`config.mk`:
```
export PLATFORM = sky130hd
export DESIGN_NAME = baud_timer
export DESIGN_NICKNAME = d
export VERILOG_FILES = /design/src/shared/baud_timer_pkg.sv /design/src/rtl/baud_timer.sv
export SDC_FILE = /design/constraint.sdc
export NUM_CORES = 1
export LEC_CHECK = 0
export BUFFER_PORTS_ARGS = -buffer_cell sky130_fd_sc_hd__buf_4
export CORE_MARGIN = 2
export CORE_UTILIZATION = 55
export CTS_BUF_LIST = sky130_fd_sc_hd__clkbuf_4
export DETAILED_ROUTE_END_ITERATION = 10
export GPL_TIMING_DRIVEN = 0
export PLACE_DENSITY = 0.74
export REMOVE_ABC_BUFFERS = 1
export SETUP_SLACK_MARGIN = 0.3
export SLEW_MARGIN = 25
export SYNTH_ARGS = -nofsm -noshare
export SYNTH_HDL_FRONTEND = slang
export SYNTH_SLANG_ARGS = --single-unit
```
`constraint.sdc`:
```
create_clock -name clock_i -period 2.2 [get_ports clock_i]
set_input_delay 0.11 -clock clock_i [delete_from_list [all_inputs] [get_ports clock_i]]
set_output_delay 0.11 -clock clock_i [all_outputs]
set_load 0.03 [all_outputs]
```
`src/shared/baud_timer_pkg.sv`:
```
// Constants, register map and carrier types for the baud-rate timer block
// Behaviour
// - Receive and transmit clock selects both set put the timer in baud generator mode.
// - In baud mode a high-byte rollover leaves the overflow flag and interrupt untouched; the code sets the reload interrupt status bit instead.
// - In baud mode every rollover reloads both count bytes from the reload bytes.
// - In baud mode the trigger pin still serves software as an extra interrupt source.
// - Internal timer function in baud mode advances the count once every state time.
// - Counting from the count pin, baud rate is overflow rate divided by 16.
// - Counting internally, baud rate is oscillator over 32 times the reload-derived count.
// - The timer holds a 16-bit count.
// - Idle mode halts only the core; the timer keeps running.
// - Power-down stops the clock so the timer halts; stored state is retained.
// - A control bit selects internal timer events or external pin events.
// - With trigger enable set, a falling trigger-pin edge sets the external flag.
`default_nettype none
package baud_timer_pkg;

  // ****************************************
  // Register offsets
  // ****************************************
  localparam logic [3:0] ADDR_CONTROL = 4'h0;
  localparam logic [3:0] ADDR_COUNT_LOW = 4'h1;
  localparam logic [3:0] ADDR_COUNT_HIGH = 4'h2;
  localparam logic [3:0] ADDR_RELOAD_LOW = 4'h3;
  localparam logic [3:0] ADDR_RELOAD_HIGH = 4'h4;
  localparam logic [3:0] ADDR_IRQ_STATUS = 4'h5;
  localparam logic [3:0] ADDR_IRQ_ENABLE = 4'h6;
  localparam logic [3:0] ADDR_IRQ_CLEAR = 4'h7;

  // ****************************************
  // Control register bit positions
  // ****************************************
  localparam int BIT_OVERFLOW_FLAG = 7;
  localparam int BIT_TRIGGER_FLAG = 6;
  localparam int BIT_RECEIVE_SEL = 5;
  localparam int BIT_TRANSMIT_SEL = 4;
  localparam int BIT_TRIGGER_EN = 3;
  localparam int BIT_RUN = 2;
  localparam int BIT_COUNTER_SEL = 1;

  // Status, enable and clear bit layout
  localparam int IRQ_OVERFLOW = 0;
  localparam int IRQ_TRIGGER = 1;
  localparam int IRQ_RELOAD = 2;
  localparam int IRQ_WIDTH = 3;

  // ****************************************
  // Reset values and timing
  // ****************************************
  localparam logic [7:0] CONTROL_RESET = 8'h00;
  localparam logic [15:0] COUNT_RESET = 16'h0000;
  localparam logic [15:0] RELOAD_RESET = 16'h0000;
  localparam logic [2:0] IRQ_RESET = 3'h0;
  localparam int OSC_PER_STATE = 2;
  localparam logic [0:0] STATE_DIV_LAST = 1'(OSC_PER_STATE - 1);
  localparam int BAUD_TICK_DIV = 16;

  typedef struct packed {
    logic overflow_flag;
    logic external_trigger_flag;
    logic receive_clock_select;
    logic transmit_clock_select;
    logic external_trigger_enable;
    logic run_bit;
    logic counter_timer_select;
    logic spare;
  } third_timer_control_t;

  typedef struct packed {
    logic [3:0] addr;
    logic [7:0] wdata;
    logic wr;
    logic rd;
  } reg_req_t;

  typedef struct packed {
    third_timer_control_t ctrl;
    logic [7:0] count_high_byte;
    logic [7:0] count_low_byte;
    logic [7:0] reload_high_byte;
    logic [7:0] reload_low_byte;
    logic [IRQ_WIDTH-1:0] irq_status;
    logic [IRQ_WIDTH-1:0] irq_enable;
    logic state_div;
    logic count_pin_prev;
    logic trigger_pin_prev;
    logic [3:0] ext_div;
    logic [7:0] rdata;
    logic irq;
    logic baud_tick;
    logic baud_ext_tick;
  } timer_state_t;

endpackage
`default_nettype wire

```
`src/rtl/baud_timer.sv`:
```
// Third timer/counter working as serial baud-rate generator, with register port and interrupt
`default_nettype none
module baud_timer (
  input wire logic clock_i,
  input wire logic reset_n_i,
  input wire logic [3:0] addr_i,
  input wire logic [7:0] wdata_i,
  input wire logic write_i,
  input wire logic read_i,
  input wire logic external_count_pin_i,
  input wire logic external_trigger_pin_i,
  input wire logic power_down_i,
  output logic [7:0] rdata_o,
  output logic irq_o,
  output logic baud_tick_o,
  output logic baud_ext_tick_o
);

  // ****************************************
  // State
  // ****************************************
  baud_timer_pkg::timer_state_t s_r;
  baud_timer_pkg::timer_state_t s_nxt;
  baud_timer_pkg::reg_req_t req;
  logic count_fall;
  logic trigger_fall;

  assign req = '{addr: addr_i, wdata: wdata_i, wr: write_i, rd: read_i};

  // ****************************************
  // Pin edge detection
  // ****************************************
  // Both pins use the same detector against the sample held in the state struct
  pin_fall_detect pin_fall_detect_count_inst (
    .armed_i(s_r.ctrl.run_bit & ~power_down_i),
    .prev_i(s_r.count_pin_prev),
    .pin_i(external_count_pin_i),
    .fall_o(count_fall)
  );
  pin_fall_detect pin_fall_detect_trigger_inst (
    .armed_i(~power_down_i),
    .prev_i(s_r.trigger_pin_prev),
    .pin_i(external_trigger_pin_i),
    .fall_o(trigger_fall)
  );

  always_comb begin
    logic baud_mode;
    logic run;
    logic step;
    logic [15:0] count;
    logic rollover;
    logic trig_fall;
    logic [baud_timer_pkg::IRQ_WIDTH-1:0] ev;
    baud_mode = 1'b0;
    run = 1'b0;
    step = 1'b0;
    count = 16'h0000;
    rollover = 1'b0;
    trig_fall = 1'b0;
    ev = '0;
    s_nxt = s_r;
    s_nxt.baud_tick = 1'b0;
    s_nxt.baud_ext_tick = 1'b0;

    baud_mode = s_r.ctrl.receive_clock_select & s_r.ctrl.transmit_clock_select;
    // Power-down freezes everything but the read port in place; idle is not seen here at all
    run = s_r.ctrl.run_bit & ~power_down_i;

    // One step per state time internally, or per falling count-pin edge
    if (!power_down_i) begin
      s_nxt.state_div = (s_r.state_div == baud_timer_pkg::STATE_DIV_LAST) ? 1'b0 : s_r.state_div + 1'b1;
      s_nxt.count_pin_prev = external_count_pin_i;
      s_nxt.trigger_pin_prev = external_trigger_pin_i;
    end
    if (s_r.ctrl.counter_timer_select) begin
      step = count_fall;
    end else begin
      step = run & (s_r.state_div == baud_timer_pkg::STATE_DIV_LAST);
    end

    count = {s_r.count_high_byte, s_r.count_low_byte};
    if (step) begin
      rollover = (count == 16'hFFFF);
      if (rollover && baud_mode) begin
        {s_nxt.count_high_byte, s_nxt.count_low_byte} = {s_r.reload_high_byte, s_r.reload_low_byte};
      end else begin
        {s_nxt.count_high_byte, s_nxt.count_low_byte} = count + 16'h0001;
      end
    end

    trig_fall = trigger_fall;

    // Register writes first, so hardware events below win over a clear
    if (req.wr) begin
      unique case (req.addr)
        baud_timer_pkg::ADDR_CONTROL: s_nxt.ctrl = req.wdata;
        baud_timer_pkg::ADDR_COUNT_LOW: s_nxt.count_low_byte = req.wdata;
        baud_timer_pkg::ADDR_COUNT_HIGH: s_nxt.count_high_byte = req.wdata;
        baud_timer_pkg::ADDR_RELOAD_LOW: s_nxt.reload_low_byte = req.wdata;
        baud_timer_pkg::ADDR_RELOAD_HIGH: s_nxt.reload_high_byte = req.wdata;
        baud_timer_pkg::ADDR_IRQ_ENABLE: s_nxt.irq_enable = req.wdata[baud_timer_pkg::IRQ_WIDTH-1:0];
        baud_timer_pkg::ADDR_IRQ_CLEAR: s_nxt.irq_status = s_r.irq_status & ~req.wdata[baud_timer_pkg::IRQ_WIDTH-1:0];
        default: ;
      endcase
    end

    // Overflow flag only outside baud mode
    if (rollover && !baud_mode) begin
      s_nxt.ctrl.overflow_flag = 1'b1;
      ev[baud_timer_pkg::IRQ_OVERFLOW] = 1'b1;
    end
    if (trig_fall && s_r.ctrl.external_trigger_enable) begin
      s_nxt.ctrl.external_trigger_flag = 1'b1;
      ev[baud_timer_pkg::IRQ_TRIGGER] = 1'b1;
    end
    if (rollover && baud_mode) begin
      s_nxt.baud_tick = 1'b1;
      ev[baud_timer_pkg::IRQ_RELOAD] = 1'b1;
      // Serial port divides by 16 in counter mode; a divided tick is offered too
      s_nxt.ext_div = s_r.ext_div + 4'h1;
      s_nxt.baud_ext_tick = (s_r.ext_div == 4'(baud_timer_pkg::BAUD_TICK_DIV - 1));
    end
    s_nxt.irq_status = s_nxt.irq_status | ev;

    s_nxt.rdata = 8'h00;
    if (req.rd) begin
      unique case (req.addr)
        baud_timer_pkg::ADDR_CONTROL: s_nxt.rdata = s_r.ctrl;
        baud_timer_pkg::ADDR_COUNT_LOW: s_nxt.rdata = s_r.count_low_byte;
        baud_timer_pkg::ADDR_COUNT_HIGH: s_nxt.rdata = s_r.count_high_byte;
        baud_timer_pkg::ADDR_RELOAD_LOW: s_nxt.rdata = s_r.reload_low_byte;
        baud_timer_pkg::ADDR_RELOAD_HIGH: s_nxt.rdata = s_r.reload_high_byte;
        baud_timer_pkg::ADDR_IRQ_STATUS: s_nxt.rdata = {5'h00, s_r.irq_status};
        baud_timer_pkg::ADDR_IRQ_ENABLE: s_nxt.rdata = {5'h00, s_r.irq_enable};
        default: s_nxt.rdata = 8'h00;
      endcase
    end
    s_nxt.irq = |(s_nxt.irq_status & s_nxt.irq_enable);

    // Stopped oscillator: every register holds, a pending tick included;
    // only the read port idles at zero since no access can complete
    if (power_down_i) begin
      s_nxt = s_r;
      s_nxt.rdata = 8'h00;
    end
  end

  always_ff @(posedge clock_i or negedge reset_n_i) begin
    if (!reset_n_i) begin
      s_r <= '{ctrl: baud_timer_pkg::CONTROL_RESET,
               count_high_byte: baud_timer_pkg::COUNT_RESET[15:8],
               count_low_byte: baud_timer_pkg::COUNT_RESET[7:0],
               reload_high_byte: baud_timer_pkg::RELOAD_RESET[15:8],
               reload_low_byte: baud_timer_pkg::RELOAD_RESET[7:0],
               irq_status: baud_timer_pkg::IRQ_RESET,
               irq_enable: baud_timer_pkg::IRQ_RESET,
               state_div: 1'b0,
               count_pin_prev: 1'b1,
               trigger_pin_prev: 1'b1,
               ext_div: 4'h0,
               rdata: 8'h00,
               irq: 1'b0,
               baud_tick: 1'b0,
               baud_ext_tick: 1'b0};
    end else begin
      s_r <= s_nxt;
    end
  end

  assign rdata_o = s_r.rdata;
  assign irq_o = s_r.irq;
  assign baud_tick_o = s_r.baud_tick;
  assign baud_ext_tick_o = s_r.baud_ext_tick;

endmodule

// ****************************************
// Falling-edge detector
// ****************************************
// Combinational only, so the owner keeps the pin sample in its own state
module pin_fall_detect (
  input wire logic armed_i,
  input wire logic prev_i,
  input wire logic pin_i,
  output logic fall_o
);

  assign fall_o = armed_i & prev_i & ~pin_i;

endmodule
`default_nettype wire

```
* Word-level counts from Yosys, hierarchy flattened
Cells that the tools add are included.
** Storage, ports and cells
- Bits in registers :: 64
- Input bits :: 19
- Output and inout bits :: 11
** Cells by class
- Add/sub/neg operators :: 3
- Equal/unequal tests :: 9
- Multiplexer cells :: 22
- Bitwise logic cells :: 14
- Reductions and logical operators :: 17
** Operators by type and width (count)
- one-hot mux 8 bit (7 select lines) :: 1
- two-way mux 8 bit :: 6
- two-way mux 46 bit :: 1
- two-way mux 16 bit :: 2
- adder 16 x 1 -> 16 bit (second input constant) :: 1
- == test 16 bit (second input constant) :: 1
- == test 4 x 3 -> 1 bit (second input constant) :: 4
- AND reduction 3 bit :: 5
- two-way mux 11 bit :: 1
- == test 4 x 2 -> 1 bit (second input constant) :: 2
- two-way mux 1 bit :: 8
- nonzero test 2 bit :: 4
- bitwise AND 1 bit :: 7
- bitwise AND 3 bit :: 2
- two-way mux 3 bit :: 2
- adder 4 x 1 -> 4 bit (second input constant) :: 1
- == test 4 x 1 -> 1 bit (second input constant) :: 1
- == test 4 bit (second input constant) :: 1
- logical AND 1 bit :: 4
- logical NOT 4 bit :: 1
- NOT 1 bit :: 3
- NOT 3 bit :: 1
- OR 3 bit :: 1
- OR reduction 3 bit :: 1
- 4 further kinds :: 4

* Logic depth before layout (Yosys ltp)
Gate-level depths: netlist (run 1).
- Depth after elaboration :: 12
- Depth in mapped cells :: 7
- Gate-level depth less buffers :: 6

* Cells and area by module
A second synthesis (run 1) with hierarchy kept.
** Unflattened totals
- Cells, all modules :: 376
- Area, all modules :: 3702.3 um^2
** Modules (own cells, without submodules)
- baud_timer :: times used 1, cells an instance 374, area each 3684.8 um^2, seq. area each 1604.0 um^2
- pin_fall_detect :: times used 2, cells an instance 1, area each 8.8 um^2, seq. area each 0.0 um^2

* Worst setup path before layout (run 1)
Ideal clock, no wire load.
- Path type :: reg-to-reg
- Start point :: register s_r[40] (netlist name)
- End point :: register s_r[40] (netlist name)
- Library setup time :: 0.121 ns
- Arrival time :: 1.698 ns
- Data required time :: 2.079 ns
- Setup slack :: 0.381 ns
- Stages on the path, launching flop included :: 8
- Path buffers :: 1
- Period minus slack after synthesis :: 1.819 ns
- Cell sequence :: dfrtp_1 > ha_1 > and4_1 > and4_1 > buf_2 > a21oi_1 > nand2_1 > a22o_1
** On the way
- Cells in the longest elaborated chain, start to end :: 6
- Elaborated cells between the ends (all ways) :: 7
- Those cells by class :: 1 x add/sub; 1 x eq/ne; 4 x mux; 1 x reduce/logical
** RTL lines
- from (decl) :: line baud_timer.sv:22 : baud_timer_pkg::timer_state_t s_r;
- from (signal assigned) :: line baud_timer.sv:151 : s_r <= '{ctrl: baud_timer_pkg::CONTROL_RESET,
- from (signal assigned) :: line baud_timer.sv:167 : s_r <= s_nxt;
- parallel branches: the longest is 3 deep, another holds adder 16 x 1 -> 16 bit
- two-way mux 16 bit * :: line baud_timer.sv:83 : if (step) begin
- two-way mux 8 bit :: line baud_timer.sv:96 : unique case (req.addr)
- two-way mux 46 bit * :: line baud_timer.sv:95 : if (req.wr) begin
Mark *: on every way between the ends. The select of a mux whose other input is x is not followed.
A chain may end at the register's enable or synchronous reset.

* Final worst setup path (run 1)
- Start point :: register s_r[40] (netlist name)
- End point :: register s_r (netlist bit irq_o)
** On the way
- Cells in the longest elaborated chain, start to end :: 7
- Elaborated cells between the ends (all ways) :: 9
- Those cells by class :: 1 x eq/ne; 3 x mux; 2 x bitwise; 3 x reduce/logical
** RTL lines
- == test 16 bit * :: line baud_timer.sv:84 : rollover = (count == 16'hFFFF);
- two-way mux 1 bit * :: line baud_timer.sv:83
- logical AND 1 bit (on tied branches) :: line baud_timer.sv:109, baud_timer.sv:117
- two-way mux 1 bit (on tied branches) :: line baud_timer.sv:109, baud_timer.sv:117
- OR 3 bit * :: line baud_timer.sv:124 : s_nxt.irq_status = s_nxt.irq_status | ev;
- bitwise AND 3 bit * :: line baud_timer.sv:139 : s_nxt.irq = |(s_nxt.irq_status & s_nxt.irq_enable);
- OR reduction 3 bit * :: line baud_timer.sv:139
Mark *: on every way between the ends. The rest lies on a longest branch, timed or not.

==> results of run 1 <==
-- final cells by class --
class | count | area, µm² | share of cell area
Clock buffer | 10 | 75.07 | 0.01738
Clock inverter | 6 | 50.05 | 0.01158
Inverter | 7 | 26.28 | 0.006082
Multi-Input combinational cell | 275 | 2041 | 0.4723
Sequential cell | 64 | 1609 | 0.3724
Tap cell | 80 | 100.1 | 0.02317
Timing Repair Buffer | 51 | 419.2 | 0.09702
-- metal layers --
layer | share of wire | vias up | wire [µm] | GRT usage
met3 | 0.096 | 38 | 1002 | 0.06445
met2 | 0.46 | 219 | 4795 | 0.4330
met4 | 0.031 | 0 | 323 | 0.1378
li1 | - | 1481 | - | -
met5 | 0 | - | 0 | 0
met1 | 0.41 | 1626 | 4309 | 0.4228
-- cells by family (layout without fill, tap and decap cells) --
| kind of cell | Yosys count | after routing |
|---|---|---|
| adder cells (fa/ha/maj) | 2 | 2 |
| AO/OA/AOI/OAI | 82 | 82 |
| buffers and inverters | 35 | 74 |
| multiplexers | 35 | 35 |
| AND/OR/NAND/NOR | 149 | 149 |
| XOR/XNOR | 7 | 7 |
| flip-flops | 64 | 64 |
-- final timing paths --
path                         endpoint  slack [ns]  depth (start not counted)
min                           s_r[20]        0.03                          2
min reg2reg                   s_r[17]        0.48                          1
max in group asynchronous     s_r[43]        1.28                          2
max                             irq_o        0.29                          6
min in group asynchronous  rdata_o[5]        0.30                          2
max reg2reg                     irq_o        0.29                          6
-- through the flow --
stage	hold WS, ns	worst slack, ns	std cells	util
after floorplan	-0.1856	-0.07439	346	-
after global routing	0.04012	0.2055	493	0.6430
after detailed placement	0.2546	-0.2287	457	0.5823
after global placement	0.2511	-0.8722	455	0.5782
final	0.03161	0.2918	493	0.6430
after CTS	0.02554	0.2269	489	0.6298
-- state kept, by name (all words and copies together) (netlist names) --
register and flops:
s_r 53, rdata_o 8, baud_ext_tick_o 1, baud_tick_o 1, irq_o 1
-- cell usage after synthesis (all sizes together), types with 3 or more instances --
cell,n,area share
clkbuf,13,0.029
o221ai,3,0.0069
nand2,47,0.047
nor4,3,0.0050
mux2i,3,0.0079
o221a,3,0.0089
mux4,5,0.031
nor3,12,0.017
nand4,8,0.019
mux2,27,0.080
inv,7,0.0069
a22o,3,0.0069
nand3,17,0.024
xnor2,6,0.014
o31ai,3,0.0059
a31oi,4,0.0066
a21oi,12,0.017
dfrtp,62,0.41
nand2b,3,0.0050
nor2,32,0.034
and3,7,0.012
a2111oi,3,0.0069
o21ai,12,0.016
buf,15,0.029
a211oi,5,0.0099
and4,5,0.012
a22oi,10,0.020
nand3b,3,0.0059
-- power groups by stage --
| stage | sequential (µW) | clock (µW) | combinational [µW] |
|---|---|---|---|
| 3_3_place_gp | 1680 | 0 | 726 |
| 3_5_place_dp | 1680 | 0 | 752 |
| 2_1_floorplan | 1610 | 0 | 522 |
| 6_report | 1690 | 780 | 914 |
| 5_1_grt | 1720 | 843 | 990 |
| 4_1_cts | 1660 | 786 | 837 |
-- repair_timing --
action,4_1_cts,5_1_grt
endpoints found under the hold margin,86,0
pin swaps,5,7
hold buffers,10,0
gates resized for setup,14,15
setup endpoints to repair,21,20
buffers inserted,6,4
==> flow_summary.toml, run 1 <==
[worst_setup_path]
worstPathArrival_ns = 2.25
critPathMaxFanout = 5
worstSetupPathType = "flip-flop to flip-flop"
path_cells = "ha_4, and4_4, and4_4, nand4_1, and3_4, o221ai_2"
cp-end-kind = "flip-flop"
cp-startpoint = "s_r[40]"
slowest_stage = "dfrtp_1"
path_buf_inv = 0
start_kind = "flip-flop"
cp_top_family = "simple AND/OR/NAND/NOR gates"
r2r_start = "s_r[40]"
critPathRequiredTime_ns = 2.55
critPathMostFrequentCell = "and4_4"
slowest_delay_ns = 0.44

[floorplanning]
core_area_um2 = 6719
chipWidth_um = 86.97
die-area_um2 = 7564
io_pins = 30
start_util = 0.5635
die-height_um = 86.97
std_cell_rows = 30

[timing]
setup_viol = 0
period_minus_slack_ns = 1.908
min_period_over_period = 0.8674
relSlewSlack = 0.4501
drv_slew = 0
finalClockSkew_ns = 0.01432
setup_tns_ns = 0
fmax_mhz = 524.1
rsz0062_at_grt = "true"
hold_violations = 0
tightestPinTransition_ns = 0.8248

[power]
combinationalPowerShare = 0.270
clkPwrFrac = 0.230
p_leak_uw = 0.001844
power.switching_uw = 1168
total_power_uw = 3388
ir_worst_vdd_v = 0.0005491
switching_share = 0.3447
cellPowerDensity_nw_per_um2 = 784.3
internal_power_uw = 2221
seqPwrFrac = 0.500

[placed_design]
port_buffers = 29
placed_area_um2 = 3913
gp_congestion = 0.9717
place_hpwl_mm = 6.761

[grt]
grt_max_degree = 65
overflow = 0
grt_pass1_wl_mm = 16.92
grt_pass1_vias = 3093
grt_usage = 0.2970
antenna_found_initial = 0

[final_layout]
final_net_count = 429
synthToLayoutAreaGrowth_pct = 14.11
nFillCells = 532
final_common_cell = "dfrtp_1"
drive_above_1_share = 0.2881
antenna_cells = 0
final_cell_mix = "dfrtp_1 (58), nand2_1 (47), buf_4 (38)"
fin_area_um2 = 4320

[clock_tree]
cts_buffers = 9
cts_tree = "yes"
path_clk_slew_ns = 0.11
cts_sinks = 64
htree_levels = 3
cts-root-buf = "clkbuf_4"
clock_latency_ns = 0.43
clk_path_buf_depth = 2

[synthesis]
synth-adder-area-share = 0.006609
syn_inst = 374
synth.distinct_cells = 71
synthesis.area_um2 = 3786
synth_area_per_cell_um2 = 10.12
synth-seq-area-share = 0.4237
async_flop_share = 1.000
ys_warn_count = 0
synth_xor_area_frac = 0.01619
synth-simple-area-share = 0.2029
ys_ff_latch = 64
synth_edf_count = 0
synth_compound_area_frac = 0.1669
synth_mux_area_frac = 0.1190
synth_flop_cell = "dfrtp_1"
synth_top_family_by_area = "simple AND/OR/NAND/NOR gates"

[route]
wl_mm = 10.43
via_per_inst = 6.824
ant_nets = 0
routedWlPerCell_um = 21.16
drtIter0Drc = 507
via_count = 3364
drc = 0
first_pass_iters = 5

[hold_path]
hold_path_startpoint = "wdata_i[2]"
hold_path_class = "input pin to flip-flop"

[flow_run]
maxCapViolCount = 0

[outcome]
outcome = "finished, final reports clean"
Note: power is estimated with default switching activity, not from simulation.
==> inputs of run 2 (changes only) <==
--- a/config.mk
+++ b/config.mk
@@ -11,7 +11,7 @@
 export CTS_BUF_LIST = sky130_fd_sc_hd__clkbuf_4
 export DETAILED_ROUTE_END_ITERATION = 10
 export GPL_TIMING_DRIVEN = 0
-export PLACE_DENSITY = 0.74
+export PLACE_DENSITY = 0.77
 export REMOVE_ABC_BUFFERS = 1
 export SETUP_SLACK_MARGIN = 0.3
 export SLEW_MARGIN = 25
==> constraint.sdc (replaced) <==
create_clock -name clock_i -period 2 [get_ports clock_i]
set_input_delay 0.4 -clock clock_i [delete_from_list [all_inputs] [get_ports clock_i]]
set_output_delay 0.4 -clock clock_i [all_outputs]
set_load 0.03 [all_outputs]
==> run 2 against run 1 <==
Against the previous run: fmax grew 1.3%; sequential power grew 12%; sequential share of layout area shrank 2.4 points; power grew 15%; hold slack gained 0.011 ns; clock-buffer cell count grew 1; core utilization grew 4.5 points; largest power group unchanged.
==> flow_summary.toml, run 2 (synthesis gave the netlist of run 1 again) <==
[power]
ir_worst_vdd_v = 0.0004452
total_power_uw = 3907
cellPowerDensity_nw_per_um2 = 844.7
p_leak_uw = 0.001977

[timing]
fmax_mhz = 530.8
min_period_over_period = 0.9420
rsz0062_at_grt = "true"
hold_violations = 0
setup_viol = 0
drv_slew = 0
tightestPinTransition_ns = 0.8133
timing.final.ws_setup_ns = 0.1161
period_minus_slack_ns = 1.884
relSlewSlack = 0.4578
finalClockSkew_ns = 0.02398

[hold_path]
hold_path_class = "input pin to asynchronous set/reset pin"

[clock_tree]
cts_buffers = 9
clock_latency_ns = 0.43
cts_tree = "yes"
holdBufCountCts = 0
cts-root-buf = "clkbuf_4"
htree_levels = 3
clk_path_buf_depth = 2
path_clk_slew_ns = 0.12
cts_sinks = 64

[route]
ant_nets = 0
first_pass_iters = 6
drc = 0
wl_mm = 11.62
routedWlPerCell_um = 22.83
via_count = 3552
drtIter0Drc = 585
via_per_inst = 6.978

[final_layout]
nFillCells = 493
synthToLayoutAreaGrowth_pct = 22.17
final_cell_mix = "dfrtp_1 (55), buf_4 (53), nand2_1 (41)"
final_common_cell = "dfrtp_1"
fin_area_um2 = 4626
drive_above_1_share = 0.4172
regMostFlops = "s_r"
final_net_count = 445
layout.cells.non_filler = 509
antenna_cells = 0
largest_reg_flops = 53

[flow_run]
maxCapViolCount = 0

[floorplanning]
chipWidth_um = 86.97
start_util = 0.5635
io_pins = 30
die-area_um2 = 7564
std_cell_rows = 30
core_area_um2 = 6719
die-height_um = 86.97

[worst_setup_path]
cp-end-kind = "flip-flop"
critPathRequiredTime_ns = 2.35
regToRegSetupSlack_ns = 0.12
worstSetupPathType = "flip-flop to flip-flop"
start_kind = "flip-flop"
critPathMaxFanout = 4
worstPathArrival_ns = 2.23

[outcome]
outcome = "finished, final reports clean"

[grt]
overflow = 0
grt_pass1_vias = 3163
grt_usage = 0.2938
grt_pass1_wl_mm = 16.82
grt_max_degree = 65
antenna_found_initial = 0

[placed_design]
gp_congestion = 0.9389
place_ws_ns = -0.6883
dp.cells = 456
port_buffers = 29
placed_area_um2 = 3905
place_hpwl_mm = 6.910
-- run 2: area by class of cell --
type | instances | area [µm²] | share of cell area
Multi-Input combinational cell | 275 | 2213 | 0.4785
Sequential cell | 64 | 1613 | 0.3487
Timing Repair Buffer | 67 | 564.3 | 0.1220
Tap cell | 80 | 100.1 | 0.02164
Clock buffer | 11 | 82.58 | 0.01785
Clock inverter | 5 | 26.28 | 0.005680
Inverter | 7 | 26.28 | 0.005680
-- run 2: what timing repair did --
item,in CTS,in global routing
setup endpoints to repair,47,44
endpoints found under the hold margin,0,0
pin swaps,18,24
setup buffers,17,20
gates resized for setup,34,43
-- run 2: through the flow --
step           TNS (ns)  hold slack, ns    util
5_1_grt               0          0.1130  0.6885
6_report              0         0.04272  0.6885
4_1_cts               0         0.08198  0.6363
3_5_place_dp     -15.70          0.4607  0.5812
3_3_place_gp     -32.13          0.4553  0.5782
2_1_floorplan    -2.449          0.1044       -
-- run 2: worst max-delay path, cell delays in order (launching register included) --
cell and delay, ns:
dfrtp_1 0.42, ha_4 0.17, and4_4 0.25, and4_4 0.26
nand4_1 0.26, and3_4 0.30, a21oi_1 0.14
-- run 2: path summary, 6_finish.rpt --
check | from | endpoint | depth (start not counted)
min in group clock_i | external_trigger_pin_i | s_r[15] | 3
min | reset_n_i | s_r[17] | 1
max | s_r[41] | s_r[21] | 6
max in group asynchronous | reset_n_i | s_r[45] | 1
min reg2reg | s_r[17] | s_r[17] | 1
max reg2reg | s_r[41] | s_r[21] | 6
-- run 2: where the power goes --
part	internal, µW	switching [µW]
Clock	273	482
Sequential	1550	345
Combinational	663	591
Total	2490	1420
-- run 2: metal layers --
layer | up-vias | part of all wire | global-route usage
li1 | 1498 | - | -
met1 | 1715 | 0.39 | 0.3983
met2 | 276 | 0.46 | 0.4483
met3 | 63 | 0.099 | 0.08152
met4 | 0 | 0.054 | 0.1151
met5 | - | 0 | 0
==> inputs of run 3 (changes only) <==
--- a/config.mk
+++ b/config.mk
@@ -12,7 +12,6 @@
 export DETAILED_ROUTE_END_ITERATION = 10
 export GPL_TIMING_DRIVEN = 0
 export PLACE_DENSITY = 0.77
-export REMOVE_ABC_BUFFERS = 1
 export SETUP_SLACK_MARGIN = 0.3
 export SLEW_MARGIN = 25
 export SYNTH_ARGS = -nofsm -noshare
==> run 3 against run 2 <==
Against the previous run: largest cell class unchanged; the flow now finishes with violations (setup timing); largest power group unchanged; core utilization increased by 2.8 points; register-to-register slack worse by 0.12 ns; combinational power down 8%.
==> flow_summary.toml, run 3 (synthesis gave the netlist of run 1 again) <==
[floorplanning]
std_cell_rows = 30
die-height_um = 86.97
chipWidth_um = 86.97
die-area_um2 = 7564
core_area_um2 = 6719
io_pins = 30
start_util = 0.5635

[worst_setup_path]
slowest_stage = "dfrtp_1"
path_cells = "ha_4, and4_4, and4_1, buf_6, nand4_1, buf_4, a21oi_4, a2bb2oi_2"
regToRegSetupSlack_ns = -0.009
worstPathArrival_ns = 2.38
cp-end-kind = "flip-flop"
start_kind = "flip-flop"
slowest_delay_ns = 0.45
worstSetupPathType = "flip-flop to flip-flop"
critPathMaxFanout = 4
critPathRequiredTime_ns = 2.37

[grt]
grt_usage = 0.3298
grt_pass1_wl_mm = 18.51
overflow = 0
grt_max_degree = 65
grt_pass1_vias = 3380
antenna_found_initial = 0

[route]
drc = 0
first_pass_iters = 9
via_per_inst = 6.897
wl_mm = 12.08
ant_nets = 0
via_count = 3621
drtIter0Drc = 570
routedWlPerCell_um = 23.02

[timing]
tightestPinTransition_ns = 0.7966
fmax_mhz = 497.8
setup_tns_ns = -0.008780
period_minus_slack_ns = 2.009
drv_slew = 0
min_period_over_period = 1.004
hold_violations = 0
setup_viol = 1
rsz0062_at_grt = "true"
finalClockSkew_ns = 0.01298
timing.final.ws_setup_ns = -0.008780
relSlewSlack = 0.4689

[placed_design]
gp_congestion = 0.9379
port_buffers = 27
place_hpwl_mm = 7.447
dp.cells = 481

[synthesis]
syn_nets = 395

[final_layout]
synthToLayoutAreaGrowth_pct = 27.23
final_cell_mix = "dfrtp_1 (60), buf_4 (53), nand2_1 (39)"
layout.cells.non_filler = 525
final_common_cell = "dfrtp_1"
nFillCells = 494
regMostFlops = "s_r"
antenna_cells = 0
final_net_count = 461
drive_above_1_share = 0.4135
largest_reg_flops = 53

[power]
combinationalPowerShare = 0.298
clkPwrFrac = 0.221
ir_worst_vdd_v = 0.0005164
switching_share = 0.3520
cellPowerDensity_nw_per_um2 = 802.3
p_leak_uw = 0.002083
power.switching_uw = 1360
internal_power_uw = 2504
seqPwrFrac = 0.480

[hold_path]
hold_path_class = "input pin to asynchronous set/reset pin"

[outcome]
outcome = "complete, but fails checks"
failed_checks = "setup timing"

[clock_tree]
cts_buffers = 9
clk_path_buf_depth = 2
path_clk_slew_ns = 0.11
htree_levels = 3
cts_sinks = 64
cts_tree = "yes"
clock_latency_ns = 0.44
cts-root-buf = "clkbuf_4"
holdBufCountCts = 0

[flow_run]
maxCapViolCount = 0
## run 3: per-layer routing
layer	share of wire	routed length, µm	GRT usage
met5	0	0	0
met2	0.44	5322	0.4733
met4	0.056	681	0.1406
met3	0.12	1417	0.1090
met1	0.39	4662	0.4572
## run 3: worst paths after layout
kind / from / to / cells past startpoint
setup / recovery: s_r[41] / s_r[63] / 8
min in group clock_i: external_count_pin_i / s_r[16] / 2
hold / removal: reset_n_i / irq_o / 1
setup reg to reg: s_r[41] / s_r[63] / 8
max in group asynchronous: reset_n_i / s_r[51] / 1
hold reg to reg: s_r[17] / s_r[17] / 1
## run 3: layout make-up
class | instances | area (µm²) | share of cell area
multi-input combinational | 275 | 2230 | 0.4629
sequential | 64 | 1607 | 0.3335
inverter | 7 | 26.28 | 0.005455
buffer | 28 | 252.7 | 0.05247
timing repair buffer | 55 | 475.5 | 0.09870
clock inverter | 6 | 51.30 | 0.01065
tap | 80 | 100.1 | 0.02078
clock buffer | 10 | 75.07 | 0.01558
## run 3: power by group through the flow
stage	logic, µW	registers, µW	clock network, µW
5_1_grt	1230	1880	908
2_1_floorplan	659	1760	0
3_3_place_gp	860	1840	0
4_1_cts	1030	1820	867
3_5_place_dp	896	1840	0
6_report	1150	1860	855
## run 3: stage by stage
stage | setup WS, ns | power [µW] | hold WS [ns] | utilization | cell area [µm²]
finish | -0.008780 | 3865 | 0.05048 | 0.7169 | 4817
floorplan | 0.2880 | 2422 | 0.1044 | - | 3837
CTS | 0.1521 | 3712 | 0.08046 | 0.6845 | 4599
global route | -0.04287 | 4021 | 0.1287 | 0.7169 | 4817
global placement | -0.3288 | 2700 | 0.4564 | 0.6162 | 4140
detailed placement | -0.3297 | 2740 | 0.4570 | 0.6162 | 4140
## run 3: what timing repair did
item | CTS | global route
cloned | 2 | 0
pin swaps | 23 | 18
gates resized for setup | 41 | 33
buffers inserted | 20 | 6
endpoints found under the setup margin | 41 | 34
## run 3: worst max-delay path, delay by kind of cell (launching register included)
kind,cells,cell delay [ns]
flip-flops,1,0.45
adder cells (fa/ha/maj),1,0.18
AO/OA/AOI/OAI,2,0.25
AND/OR/NAND/NOR,3,0.68
buffers and inverters,2,0.37
